$ cat src/ccs_pkg.sv
// Overview of operation
// High-impedance force bit 7 of control one holds HIGH_IMPEDANCE_FORCE over enable pin and override.
// With the force bit at 0 the system may advance to power-on normally.
// Host must write the timer kick bit before the selected timeout expires.
// Writing 1 to kick restarts the timeout counter; the bit reads back 0.
// Control one bit 1 enables the 31.25kHz minimum switching frequency floor.
// Writing 1 to control one bit 0 restores all defaults; it reads back 0.
// Shutdown-disable at 0: eight consecutive current-limit cycles disable the device.
// Control two bit 4 selects switch peak current limit: 0 is 8.5A, 1 is 10A.
// Timeout field bits 1:0: 00 off, 01 80s, 10 160s, 11 320s.
// In high-impedance mode the timeout counter is held cleared.
// A disabled timeout selection also clears the timeout counter.
// General status bit 6 shows the live interrupt pin level.
// General status bit 5 shows the live enable pin level.
// General status bits 1:0 report 00 for HIGH_IMPEDANCE_FORCE, 10 for power-on only.
// Thermal status bit 6 reads 1 while thermal regulation is active.
// Host keeps reserved bits at defaults and ignores them on read.
// Timeout expiry with the timer enabled sets a latching timeout fault flag.
// Control two bit 2 turns the auxiliary LDO on when 1; default on.
package ccs_pkg;
	// Register offsets
	localparam logic [7:0] ADDR_CTRL1 = 8'h00;
	localparam logic [7:0] ADDR_CTRL2 = 8'h01;
	localparam logic [7:0] ADDR_GEN   = 8'h02;
	localparam logic [7:0] ADDR_THERM = 8'h03;
	// Field positions
	localparam int CTRL1_HIZ   = 7;
	localparam int CTRL1_KICK  = 2;
	localparam int CTRL1_AUDIO = 1;
	localparam int CTRL1_RRST  = 0;
	localparam int CTRL2_OCSD  = 6;
	localparam int CTRL2_ILIM  = 4;
	localparam int CTRL2_LDO   = 2;
	localparam int GEN_IRQ     = 6;
	localparam int GEN_EN      = 5;
	localparam int THERM_ACT   = 6;
	// Reset values and storable bits
	localparam logic [7:0] CTRL1_RST   = 8'h00;
	localparam logic [7:0] CTRL2_RST   = 8'hb4;
	localparam logic [7:0] CTRL1_WMASK = 8'h82;
	localparam logic [7:0] CTRL2_WMASK = 8'h57;
	localparam logic [7:0] ZERO_BYTE   = 8'h00;
	// Reported state codes
	localparam logic [1:0] CODE_HIZ = 2'h0;
	localparam logic [1:0] CODE_ON  = 2'h2;
	localparam logic [1:0] TMO_OFF  = 2'h0;
	localparam logic [1:0] TMO_X1   = 2'h1;
	localparam logic [1:0] TMO_X2   = 2'h2;
	// Consecutive limited cycles before shutdown
	localparam logic [4:0] OCP_RUN = 5'h08;
	// Timing
	localparam longint unsigned CLK_HZ       = 10_000_000;
	localparam longint unsigned TMO_BASE_S   = 80;
	localparam longint unsigned TMO_BASE_CYC = TMO_BASE_S * CLK_HZ;
	localparam logic [6:0]      I2C_ADDR_DEF = 7'h24;

	typedef enum logic [1:0] {
		CCS_HIZ = 2'b01,
		CCS_ON  = 2'b10
	} ccs_sys_t;

	typedef enum logic [5:0] {
		CCS_I_IDLE = 6'b000001,
		CCS_I_ADDR = 6'b000010,
		CCS_I_REG  = 6'b000100,
		CCS_I_WDAT = 6'b001000,
		CCS_I_RDAT = 6'b010000,
		CCS_I_ACK  = 6'b100000
	} ccs_i2c_st_t;

	typedef struct packed {
		logic       stb;
		logic [7:0] addr;
		logic [7:0] data;
	} ccs_wr_t;

	typedef struct packed {
		logic hiz_mode;
		logic power_on;
		logic audio_floor_en;
		logic ilim_high;
		logic ldo_on;
		logic ocp_shutdown;
		logic timeout_fault;
	} ccs_ctl_t;
endpackage : ccs_pkg

$ cat src/ccs_timeout.sv
`timescale 1ns/100ps
module ccs_timeout #(
	parameter longint unsigned BASE_CYC = ccs_pkg::TMO_BASE_CYC
) (
	input  wire logic       clk_sys,
	input  wire logic       resetn,
	input  wire logic [1:0] sel,
	input  wire logic       hold,
	input  wire logic       kick,
	output logic            expire
);
	logic [31:0] cnt_reg;
	logic [31:0] limit;

	// Period from the selection field
	always_comb begin
		unique case (sel)
			ccs_pkg::TMO_X1: limit = 32'(BASE_CYC);
			ccs_pkg::TMO_X2: limit = 32'(BASE_CYC * 2);
			default:         limit = 32'(BASE_CYC * 4);
		endcase
	end

	// Counter, cleared by kick, HIGH_IMPEDANCE_FORCE hold or disabled field
	always_ff @(posedge clk_sys) begin
		expire <= 1'b0;
		if (!resetn || kick || hold || sel == ccs_pkg::TMO_OFF) begin
			cnt_reg <= 32'h0;
		end else if (cnt_reg == limit - 32'h1) begin
			cnt_reg <= 32'h0;
			expire  <= 1'b1;
		end else begin
			cnt_reg <= cnt_reg + 32'h1;
		end
	end
endmodule : ccs_timeout

$ cat src/ccs_i2c_slave.sv
`timescale 1ns/100ps
module ccs_i2c_slave #(
	parameter logic [6:0] DEV_ADDR = ccs_pkg::I2C_ADDR_DEF
) (
	input  wire logic       clk_sys,
	input  wire logic       resetn,
	input  wire logic       scl_in,
	input  wire logic       sda_in,
	output logic            sda_oe_n,
	output logic [7:0]      ptr,
	input  wire logic [7:0] rd_data,
	output ccs_pkg::ccs_wr_t wr
);
	ccs_pkg::ccs_i2c_st_t st_reg;
	logic       scl_s1, scl_s2, scl_d, sda_s1, sda_s2, sda_d;
	logic [7:0] sh_reg;
	logic [3:0] bcnt_reg;
	logic       rw_reg, have_ptr_reg, mack_reg;
	logic       scl_rise, scl_fall, start, stop;

	// Two-stage pin synchronisers plus edge history
	always_ff @(posedge clk_sys) begin
		if (!resetn) begin
			{scl_s1, scl_s2, scl_d} <= 3'h7;
			{sda_s1, sda_s2, sda_d} <= 3'h7;
		end else begin
			{scl_s1, scl_s2, scl_d} <= {scl_in, scl_s1, scl_s2};
			{sda_s1, sda_s2, sda_d} <= {sda_in, sda_s1, sda_s2};
		end
	end

	assign scl_rise = scl_s2 & ~scl_d;
	assign scl_fall = ~scl_s2 & scl_d;
	assign start    = scl_s2 & scl_d & sda_d & ~sda_s2;
	assign stop     = scl_s2 & scl_d & ~sda_d & sda_s2;

	// Bus protocol: address, pointer, write bytes, read bytes with auto-increment
	always_ff @(posedge clk_sys) begin
		wr.stb <= 1'b0;
		if (!resetn) begin
			st_reg       <= ccs_pkg::CCS_I_IDLE;
			sda_oe_n     <= 1'b1;
			ptr          <= 8'h00;
			sh_reg       <= 8'h00;
			bcnt_reg     <= 4'h0;
			rw_reg       <= 1'b0;
			have_ptr_reg <= 1'b0;
			mack_reg     <= 1'b0;
			wr.addr      <= 8'h00;
			wr.data      <= 8'h00;
		end else if (start) begin
			st_reg       <= ccs_pkg::CCS_I_ADDR;
			sda_oe_n     <= 1'b1;
			bcnt_reg     <= 4'h0;
			have_ptr_reg <= 1'b0;
		end else if (stop) begin
			st_reg   <= ccs_pkg::CCS_I_IDLE;
			sda_oe_n <= 1'b1;
		end else if (scl_rise) begin
			// The master acknowledge clock of a read byte is not counted
			if (st_reg != ccs_pkg::CCS_I_ACK
				&& !(st_reg == ccs_pkg::CCS_I_RDAT && bcnt_reg == 4'h9)) begin
				bcnt_reg <= bcnt_reg + 4'h1;
			end
			if (st_reg == ccs_pkg::CCS_I_RDAT && bcnt_reg == 4'h9) begin
				mack_reg <= ~sda_s2; // Master acknowledge of a read byte
			end else if (st_reg != ccs_pkg::CCS_I_RDAT) begin
				sh_reg <= {sh_reg[6:0], sda_s2};
			end
		end else if (scl_fall) begin
			unique case (st_reg)
				ccs_pkg::CCS_I_IDLE: ;
				ccs_pkg::CCS_I_ADDR: if (bcnt_reg == 4'h8) begin
					if (sh_reg[7:1] == DEV_ADDR) begin
						rw_reg   <= sh_reg[0];
						sda_oe_n <= 1'b0;
						st_reg   <= ccs_pkg::CCS_I_ACK;
					end else begin
						st_reg <= ccs_pkg::CCS_I_IDLE;
					end
				end
				ccs_pkg::CCS_I_REG: if (bcnt_reg == 4'h8) begin
					ptr          <= sh_reg;
					have_ptr_reg <= 1'b1;
					sda_oe_n     <= 1'b0;
					st_reg       <= ccs_pkg::CCS_I_ACK;
				end
				ccs_pkg::CCS_I_WDAT: if (bcnt_reg == 4'h8) begin
					wr.stb   <= 1'b1;
					wr.addr  <= ptr;
					wr.data  <= sh_reg;
					ptr      <= ptr + 8'h1; // Next byte goes to the next offset
					sda_oe_n <= 1'b0;
					st_reg   <= ccs_pkg::CCS_I_ACK;
				end
				// End of acknowledge: first read bit, or next write byte
				ccs_pkg::CCS_I_ACK: begin
					bcnt_reg <= 4'h0;
					if (rw_reg) begin
						sh_reg   <= {rd_data[6:0], 1'b0};
						sda_oe_n <= rd_data[7];
						st_reg   <= ccs_pkg::CCS_I_RDAT;
					end else begin
						sda_oe_n <= 1'b1;
						st_reg   <= have_ptr_reg ? ccs_pkg::CCS_I_WDAT : ccs_pkg::CCS_I_REG;
					end
				end
				ccs_pkg::CCS_I_RDAT: begin
					if (bcnt_reg == 4'h8) begin
						ptr      <= ptr + 8'h1;
						sda_oe_n <= 1'b1;
						bcnt_reg <= 4'h9;
					end else if (bcnt_reg == 4'h9) begin
						if (mack_reg) begin
							bcnt_reg <= 4'h0;
							sh_reg   <= {rd_data[6:0], 1'b0};
							sda_oe_n <= rd_data[7];
						end else begin
							st_reg <= ccs_pkg::CCS_I_IDLE;
						end
					end else begin
						sda_oe_n <= sh_reg[7];
						sh_reg   <= {sh_reg[6:0], 1'b0};
					end
				end
				default: st_reg <= ccs_pkg::CCS_I_IDLE;
			endcase
		end
	end
endmodule : ccs_i2c_slave

$ cat src/ccs_regs.sv
`timescale 1ns/100ps
module ccs_regs #(
	parameter logic [6:0]      DEV_ADDR = ccs_pkg::I2C_ADDR_DEF,
	parameter longint unsigned BASE_CYC = ccs_pkg::TMO_BASE_CYC
) (
	input  wire logic        clk_sys,
	input  wire logic        resetn,
	input  wire logic        scl_in,
	input  wire logic        sda_in,
	output logic             sda_out,
	output logic             sda_oe_n,
	input  wire logic        en_pin,
	input  wire logic        irq_pin,
	input  wire logic        thermal_reg_in,
	input  wire logic        enable_override,
	input  wire logic        sw_cycle,
	input  wire logic        sw_limit_hit,
	output ccs_pkg::ccs_ctl_t ctl
);
	ccs_pkg::ccs_wr_t  wr;
	ccs_pkg::ccs_sys_t sys_reg;
	logic [7:0] ptr, rd_data, ctrl1_reg, ctrl2_reg, gen_stat, therm_stat;
	logic [4:0] run_reg;
	logic       en_s1, en_s2, irq_s1, irq_s2, th_s1, th_s2;
	logic       wr_c1, wr_c2, rrst, kick, expire, i2c_oe_n, ocp_trip;

	ccs_i2c_slave #(.DEV_ADDR(DEV_ADDR)) u_i2c (
		.clk_sys  (clk_sys),
		.resetn   (resetn),
		.scl_in   (scl_in),
		.sda_in   (sda_in),
		.sda_oe_n (i2c_oe_n),
		.ptr      (ptr),
		.rd_data  (rd_data),
		.wr       (wr)
	);

	// Write decode and self-clearing actions
	assign wr_c1 = wr.stb && wr.addr == ccs_pkg::ADDR_CTRL1;
	assign wr_c2 = wr.stb && wr.addr == ccs_pkg::ADDR_CTRL2;
	assign rrst  = wr_c1 && wr.data[ccs_pkg::CTRL1_RRST];
	assign kick  = (wr_c1 && wr.data[ccs_pkg::CTRL1_KICK]) || rrst;
	// Eighth consecutive limited cycle with shutdown allowed
	assign ocp_trip = sw_cycle && sw_limit_hit && run_reg == ccs_pkg::OCP_RUN - 5'h1
		&& !ctrl2_reg[ccs_pkg::CTRL2_OCSD];

	ccs_timeout #(.BASE_CYC(BASE_CYC)) u_tmo (
		.clk_sys (clk_sys),
		.resetn  (resetn),
		.sel     (ctrl2_reg[1:0]),
		.hold    (sys_reg == ccs_pkg::CCS_HIZ),
		.kick    (kick),
		.expire  (expire)
	);

	// Pin synchronisers
	always_ff @(posedge clk_sys) begin
		if (!resetn) begin
			{en_s1, en_s2, irq_s1, irq_s2, th_s1, th_s2} <= 6'h0;
		end else begin
			{en_s1, en_s2} <= {en_pin, en_s1};
			{irq_s1, irq_s2} <= {irq_pin, irq_s1};
			{th_s1, th_s2} <= {thermal_reg_in, th_s1};
		end
	end

	// Control registers; reserved and self-clearing bits are never stored
	always_ff @(posedge clk_sys) begin
		if (!resetn || rrst) begin
			ctrl1_reg <= ccs_pkg::CTRL1_RST;
			ctrl2_reg <= ccs_pkg::CTRL2_RST;
		end else begin
			if (wr_c1) begin
				ctrl1_reg <= (wr.data & ccs_pkg::CTRL1_WMASK) | (ccs_pkg::CTRL1_RST & ~ccs_pkg::CTRL1_WMASK);
			end
			if (wr_c2) begin
				ctrl2_reg <= (wr.data & ccs_pkg::CTRL2_WMASK) | (ccs_pkg::CTRL2_RST & ~ccs_pkg::CTRL2_WMASK);
			end
		end
	end

	// System state: HIGH_IMPEDANCE_FORCE force wins over pin and override
	always_ff @(posedge clk_sys) begin
		if (!resetn) begin
			sys_reg <= ccs_pkg::CCS_HIZ;
		end else if (ctrl1_reg[ccs_pkg::CTRL1_HIZ] || ctl.ocp_shutdown) begin
			sys_reg <= ccs_pkg::CCS_HIZ;
		end else if (en_s2 || enable_override) begin
			sys_reg <= ccs_pkg::CCS_ON;
		end else begin
			sys_reg <= ccs_pkg::CCS_HIZ;
		end
	end

	// Consecutive current-limit cycle counter
	always_ff @(posedge clk_sys) begin
		if (!resetn || rrst || ctrl1_reg[ccs_pkg::CTRL1_HIZ]) begin
			run_reg <= 5'h0;
		end else if (sw_cycle) begin
			if (!sw_limit_hit || run_reg == ccs_pkg::OCP_RUN - 5'h1) begin
				run_reg <= 5'h0;
			end else begin
				run_reg <= run_reg + 5'h1;
			end
		end
	end

	// Shutdown latch; a trip in the cycle of a clear still sets it
	always_ff @(posedge clk_sys) begin
		if (!resetn) begin
			ctl.ocp_shutdown <= 1'b0;
		end else if (ocp_trip) begin
			ctl.ocp_shutdown <= 1'b1;
		end else if (rrst || ctrl1_reg[ccs_pkg::CTRL1_HIZ]) begin
			ctl.ocp_shutdown <= 1'b0;
		end
	end

	// Latching timeout fault; an expiry beats a simultaneous restore
	always_ff @(posedge clk_sys) begin
		if (!resetn) begin
			ctl.timeout_fault <= 1'b0;
		end else if (expire) begin
			ctl.timeout_fault <= 1'b1;
		end else if (rrst) begin
			ctl.timeout_fault <= 1'b0;
		end
	end

	// Registered control outputs
	always_ff @(posedge clk_sys) begin
		if (!resetn) begin
			ctl.hiz_mode       <= 1'b1;
			ctl.power_on       <= 1'b0;
			ctl.audio_floor_en <= 1'b0;
			ctl.ilim_high      <= 1'b1;
			ctl.ldo_on         <= 1'b1;
		end else begin
			ctl.hiz_mode       <= sys_reg == ccs_pkg::CCS_HIZ;
			ctl.power_on       <= sys_reg == ccs_pkg::CCS_ON;
			ctl.audio_floor_en <= ctrl1_reg[ccs_pkg::CTRL1_AUDIO];
			ctl.ilim_high      <= ctrl2_reg[ccs_pkg::CTRL2_ILIM];
			ctl.ldo_on         <= ctrl2_reg[ccs_pkg::CTRL2_LDO];
		end
	end

	// Status bytes
	always_comb begin
		gen_stat = ccs_pkg::ZERO_BYTE;
		gen_stat[ccs_pkg::GEN_IRQ] = irq_s2;
		gen_stat[ccs_pkg::GEN_EN]  = en_s2;
		gen_stat[1:0] = (sys_reg == ccs_pkg::CCS_ON) ? ccs_pkg::CODE_ON : ccs_pkg::CODE_HIZ;
		therm_stat = ccs_pkg::ZERO_BYTE;
		therm_stat[ccs_pkg::THERM_ACT] = th_s2;
	end

	// Read mux; unmapped offsets read zero
	always_comb begin
		unique case (ptr)
			ccs_pkg::ADDR_CTRL1: rd_data = ctrl1_reg;
			ccs_pkg::ADDR_CTRL2: rd_data = ctrl2_reg;
			ccs_pkg::ADDR_GEN:   rd_data = gen_stat;
			ccs_pkg::ADDR_THERM: rd_data = therm_stat;
			default:             rd_data = ccs_pkg::ZERO_BYTE;
		endcase
	end

	// Open-drain data line: only ever pulls low
	always_ff @(posedge clk_sys) begin
		if (!resetn) begin
			sda_out  <= 1'b0;
			sda_oe_n <= 1'b1;
		end else begin
			sda_out  <= 1'b0;
			sda_oe_n <= i2c_oe_n;
		end
	end
endmodule : ccs_regs

$ cat config.mk
export PLATFORM = sky130hd
export DESIGN_NAME = ccs_regs
export DESIGN_NICKNAME = d
export VERILOG_FILES = /design/src/ccs_pkg.sv /design/src/ccs_timeout.sv /design/src/ccs_i2c_slave.sv /design/src/ccs_regs.sv
export SDC_FILE = /design/constraint.sdc
export NUM_CORES = 1
export LEC_CHECK = 0
export CAP_MARGIN = 20
export CORE_MARGIN = 5
export CORE_UTILIZATION = 50
export DETAILED_ROUTE_END_ITERATION = 7
export DONT_BUFFER_PORTS = 1
export GPL_TIMING_DRIVEN = 0
export MAX_ROUTING_LAYER = met4
export PLACE_DENSITY = 0.7
export RECOVER_POWER = 25
export REMOVE_ABC_BUFFERS = 1
export SETUP_SLACK_MARGIN = 0.3
export SLEW_MARGIN = 20
export SYNTH_ARGS = -nofsm -noshare
export SYNTH_HDL_FRONTEND = slang
export SYNTH_SLANG_ARGS = --single-unit
$ cat constraint.sdc
create_clock -name clk_sys -period 4.5 [get_ports clk_sys]
set_clock_uncertainty 0.05 [all_clocks]
set_input_delay 0.45 -clock clk_sys [delete_from_list [all_inputs] [get_ports clk_sys]]
set_output_delay 0.45 -clock clk_sys [all_outputs]
set_load 0.005 [all_outputs]
==> results.md <==
* Tcrit/Tclk final at 0.7166
* Overflow after GRT at 0
* Pwr per Cell Area at 292.8 mW/mm2
* Critical path class: flop to flop
* Max_cap viols at 0
* Yosys reg bits at 112
* Via count at 4390
* Top post-synthesis cells by area: dfxtp_1, nor2_1, mux2i_1
* CP max FO at 31
* Rows at 38
* Detail Placement HPWL at 8473 um
* H-tree depth at 3
* CP Launch Type: flop
* Crit path max-delay family: compound AO/OA/AOI/OAI gates
* FF/Latch Area at 0.002242 mm2
* Setup ws final at 1.275 ns
* Worst-Skew Late Latency at 0.39 ns
* Most frequent cells in the layout: dfxtp_1, nor2_1, nand2_1
* Required @ worst endpoint at 4.70 ns
* CP max stage delay at 1.22 ns
* Initial core utilization at 0.5089
* Area growth syn-to-layout at 4.487%
* Full die area at 0.01318 mm2
* Filler cells at 1014
* Clock Root Buffer: clkbuf_8
* Fraction of registers with async set/reset at 0
* Total CTS buffers at 9
* Core area at 0.01079 mm2
* Die Span X at 114.8 um
* Largest net degree at the start of global routing at 36
* Post-Syn Area at 0.005493 mm2
* Final min period at 3.225 ns
* Main synth FF type: dfxtp_1
* Max Clock Freq at 310.1 MHz
* Worst-Margin Slew at 1.432 ns
* Synth top area share at 0.4082
* LEAKAGE at 2.042 nW
* Worst path buffer plus inverter count at 0
* Utilization after layout at 0.5318
* 1st-pass router iterations at 5
* Worst-path clk slew at 0.11 ns
* Final hold viol count at 0
* CTS tree: built
* Slowest stage cell, crit path: o41ai_1
* Vias in the first global route at 4239
* Number of flops mapped to enable cells by yosys at 0
* Drt wl/cell at 15.76 um
* Mapped Cells at 639
* Largest area contributor in the netlist: dfxtp_1
* Detailed-route vias per instance at 5.746
* # DRC at 0
* Count of hold-fix buffers inserted at cts at 0
* Buffers on Ports at 0
* ANT nets after route at 0
* Mean Syn Cell Area at 8.596 um2
* Area of the multi-input gates at 0.003004 mm2
* First-pass GRT wire length at 20630 um
* Yosys warning count at 0
* Worst vdd ir at 0.2112 mV
* Status: finished clean
* Antenna Diode Count at 0
* Total track usage at 0.1996
* Crit-path cells: or4b_1 > o41ai_1 > a2111o_1 > a31o_2 > nor2_1
* Post-Route WL at 12040 um
* Io pins at 19
* Post-synthesis cell type count at 73
* Power, Total at 0.001680 W
* Nets at 644
* Max reg flops at 32
* Clock Sink Count at 112
* CP arrival at 3.43 ns
* Commonest non-fill, non-tap cell in the layout: dfxtp_1
* Kind of end point of the critical path: flop
* Post-CTS Repair Setup Buffers at 0
* HP Class: input pin to flop
* RSZ-0062 raised after global routing: no
* Slew margin rel. at 0.03289
* Gpl congestion at 0.8923
* Bufs on Longest Clock Path at 2
* Antenna violations before repair at 0
* Post-CTS resize count at 0
* Post-placement setup slack at 1.482 ns
* Seq/Total Area, Yosys at 0.4082
* Endpoints failing setup at 0
* Layout cells sized above 1 at 0.05609
* Die height at 114.8 um
* DR iter-0 viols at 326
* Slew Viols, Final at 0
* Setup_tns at 0 ns
==> report_power, final <==
group          switching (W)  internal, W
combinational      0.0000294    0.0000154
clock               0.000361     0.000268
sequential        0.00000767      0.00100
==> logic make-up after synthesis <==
logic type / after synthesis / synth area share
other cells: 1 / 0.0006827
xor+xnor: 37 / 0.05900
fa+ha+maj: 15 / 0.03417
mux: 28 / 0.05125
flops: 112 / 0.4082
simple gates: 282 / 0.2720
buf+inv: 59 / 0.04487
compound gates: 105 / 0.1298
==> routing by layer <==
layer | GRT usage | vias to the layer above | routed length, um
met3 | 0.04632 | 17 | 470
li1 | - | 2205 | -
met2 | 0.3159 | 85 | 5680
met4 | 0.06025 | 0 | 191
met1 | 0.2555 | 2083 | 5699
met5 | - | - | 0
==> per-stage QoR <==
stage	cell area (um2)	hold WS, ns	instances
floorplan	5348	0.3363	607
global placement	5523	0.3409	747
detailed placement	5542	0.3424	748
CTS	5747	0.06616	764
global route	5739	0.06415	764
finish	5739	0.08799	764
==> cells in the mapped netlist (12+ instances only) <==
master    count
nand2b_1     13
o21ai_0      19
nor2b_1      12
dfxtp_1     112
mux2i_1      27
xnor2_1      28
nand2_1      37
ha_1         15
inv_1        26
nor3_1       20
clkbuf_1     18
a21oi_1      33
nand3_1      23
nor2_1       94
==> path summary, 6_finish.rpt <==
| kind | from | endpoint | slack (ns) | cells after the start |
|---|---|---|---|---|
| worst max-delay path | u_i2c.wr[12]$_SDFFE_PN0P_ | u_tmo.cnt_reg[19]$_SDFF_PP0_ | 1.28 | 5 |
| worst min-delay path | resetn | ctl[3]$_SDFF_PN1_ | 0.09 | 1 |
| worst max register to register | u_i2c.wr[12]$_SDFFE_PN0P_ | u_tmo.cnt_reg[19]$_SDFF_PP0_ | 1.28 | 5 |
| worst min register to register | u_i2c.scl_s1$_SDFF_PN1_ | u_i2c.scl_s2$_SDFF_PN1_ | 0.37 | 1 |
==> layout make-up <==
type                       count  share of cell area
multi-input combinational    468              0.5234
inverter                      27             0.01766
tap                          140             0.03052
sequential                   112              0.3907
timing repair buffer           1            0.001962
clock buffer                  10             0.02224
clock inverter                 6             0.01352
==> worst reg2reg max path, stage by stage (launching register included) <==
cell,delay [ns]
dfxtp_1,0.32
or4b_1,0.58
o41ai_1,1.22
a2111o_1,0.28
a31o_2,0.53
nor2_1,0.12
Power figures use the tool's default switching activity.
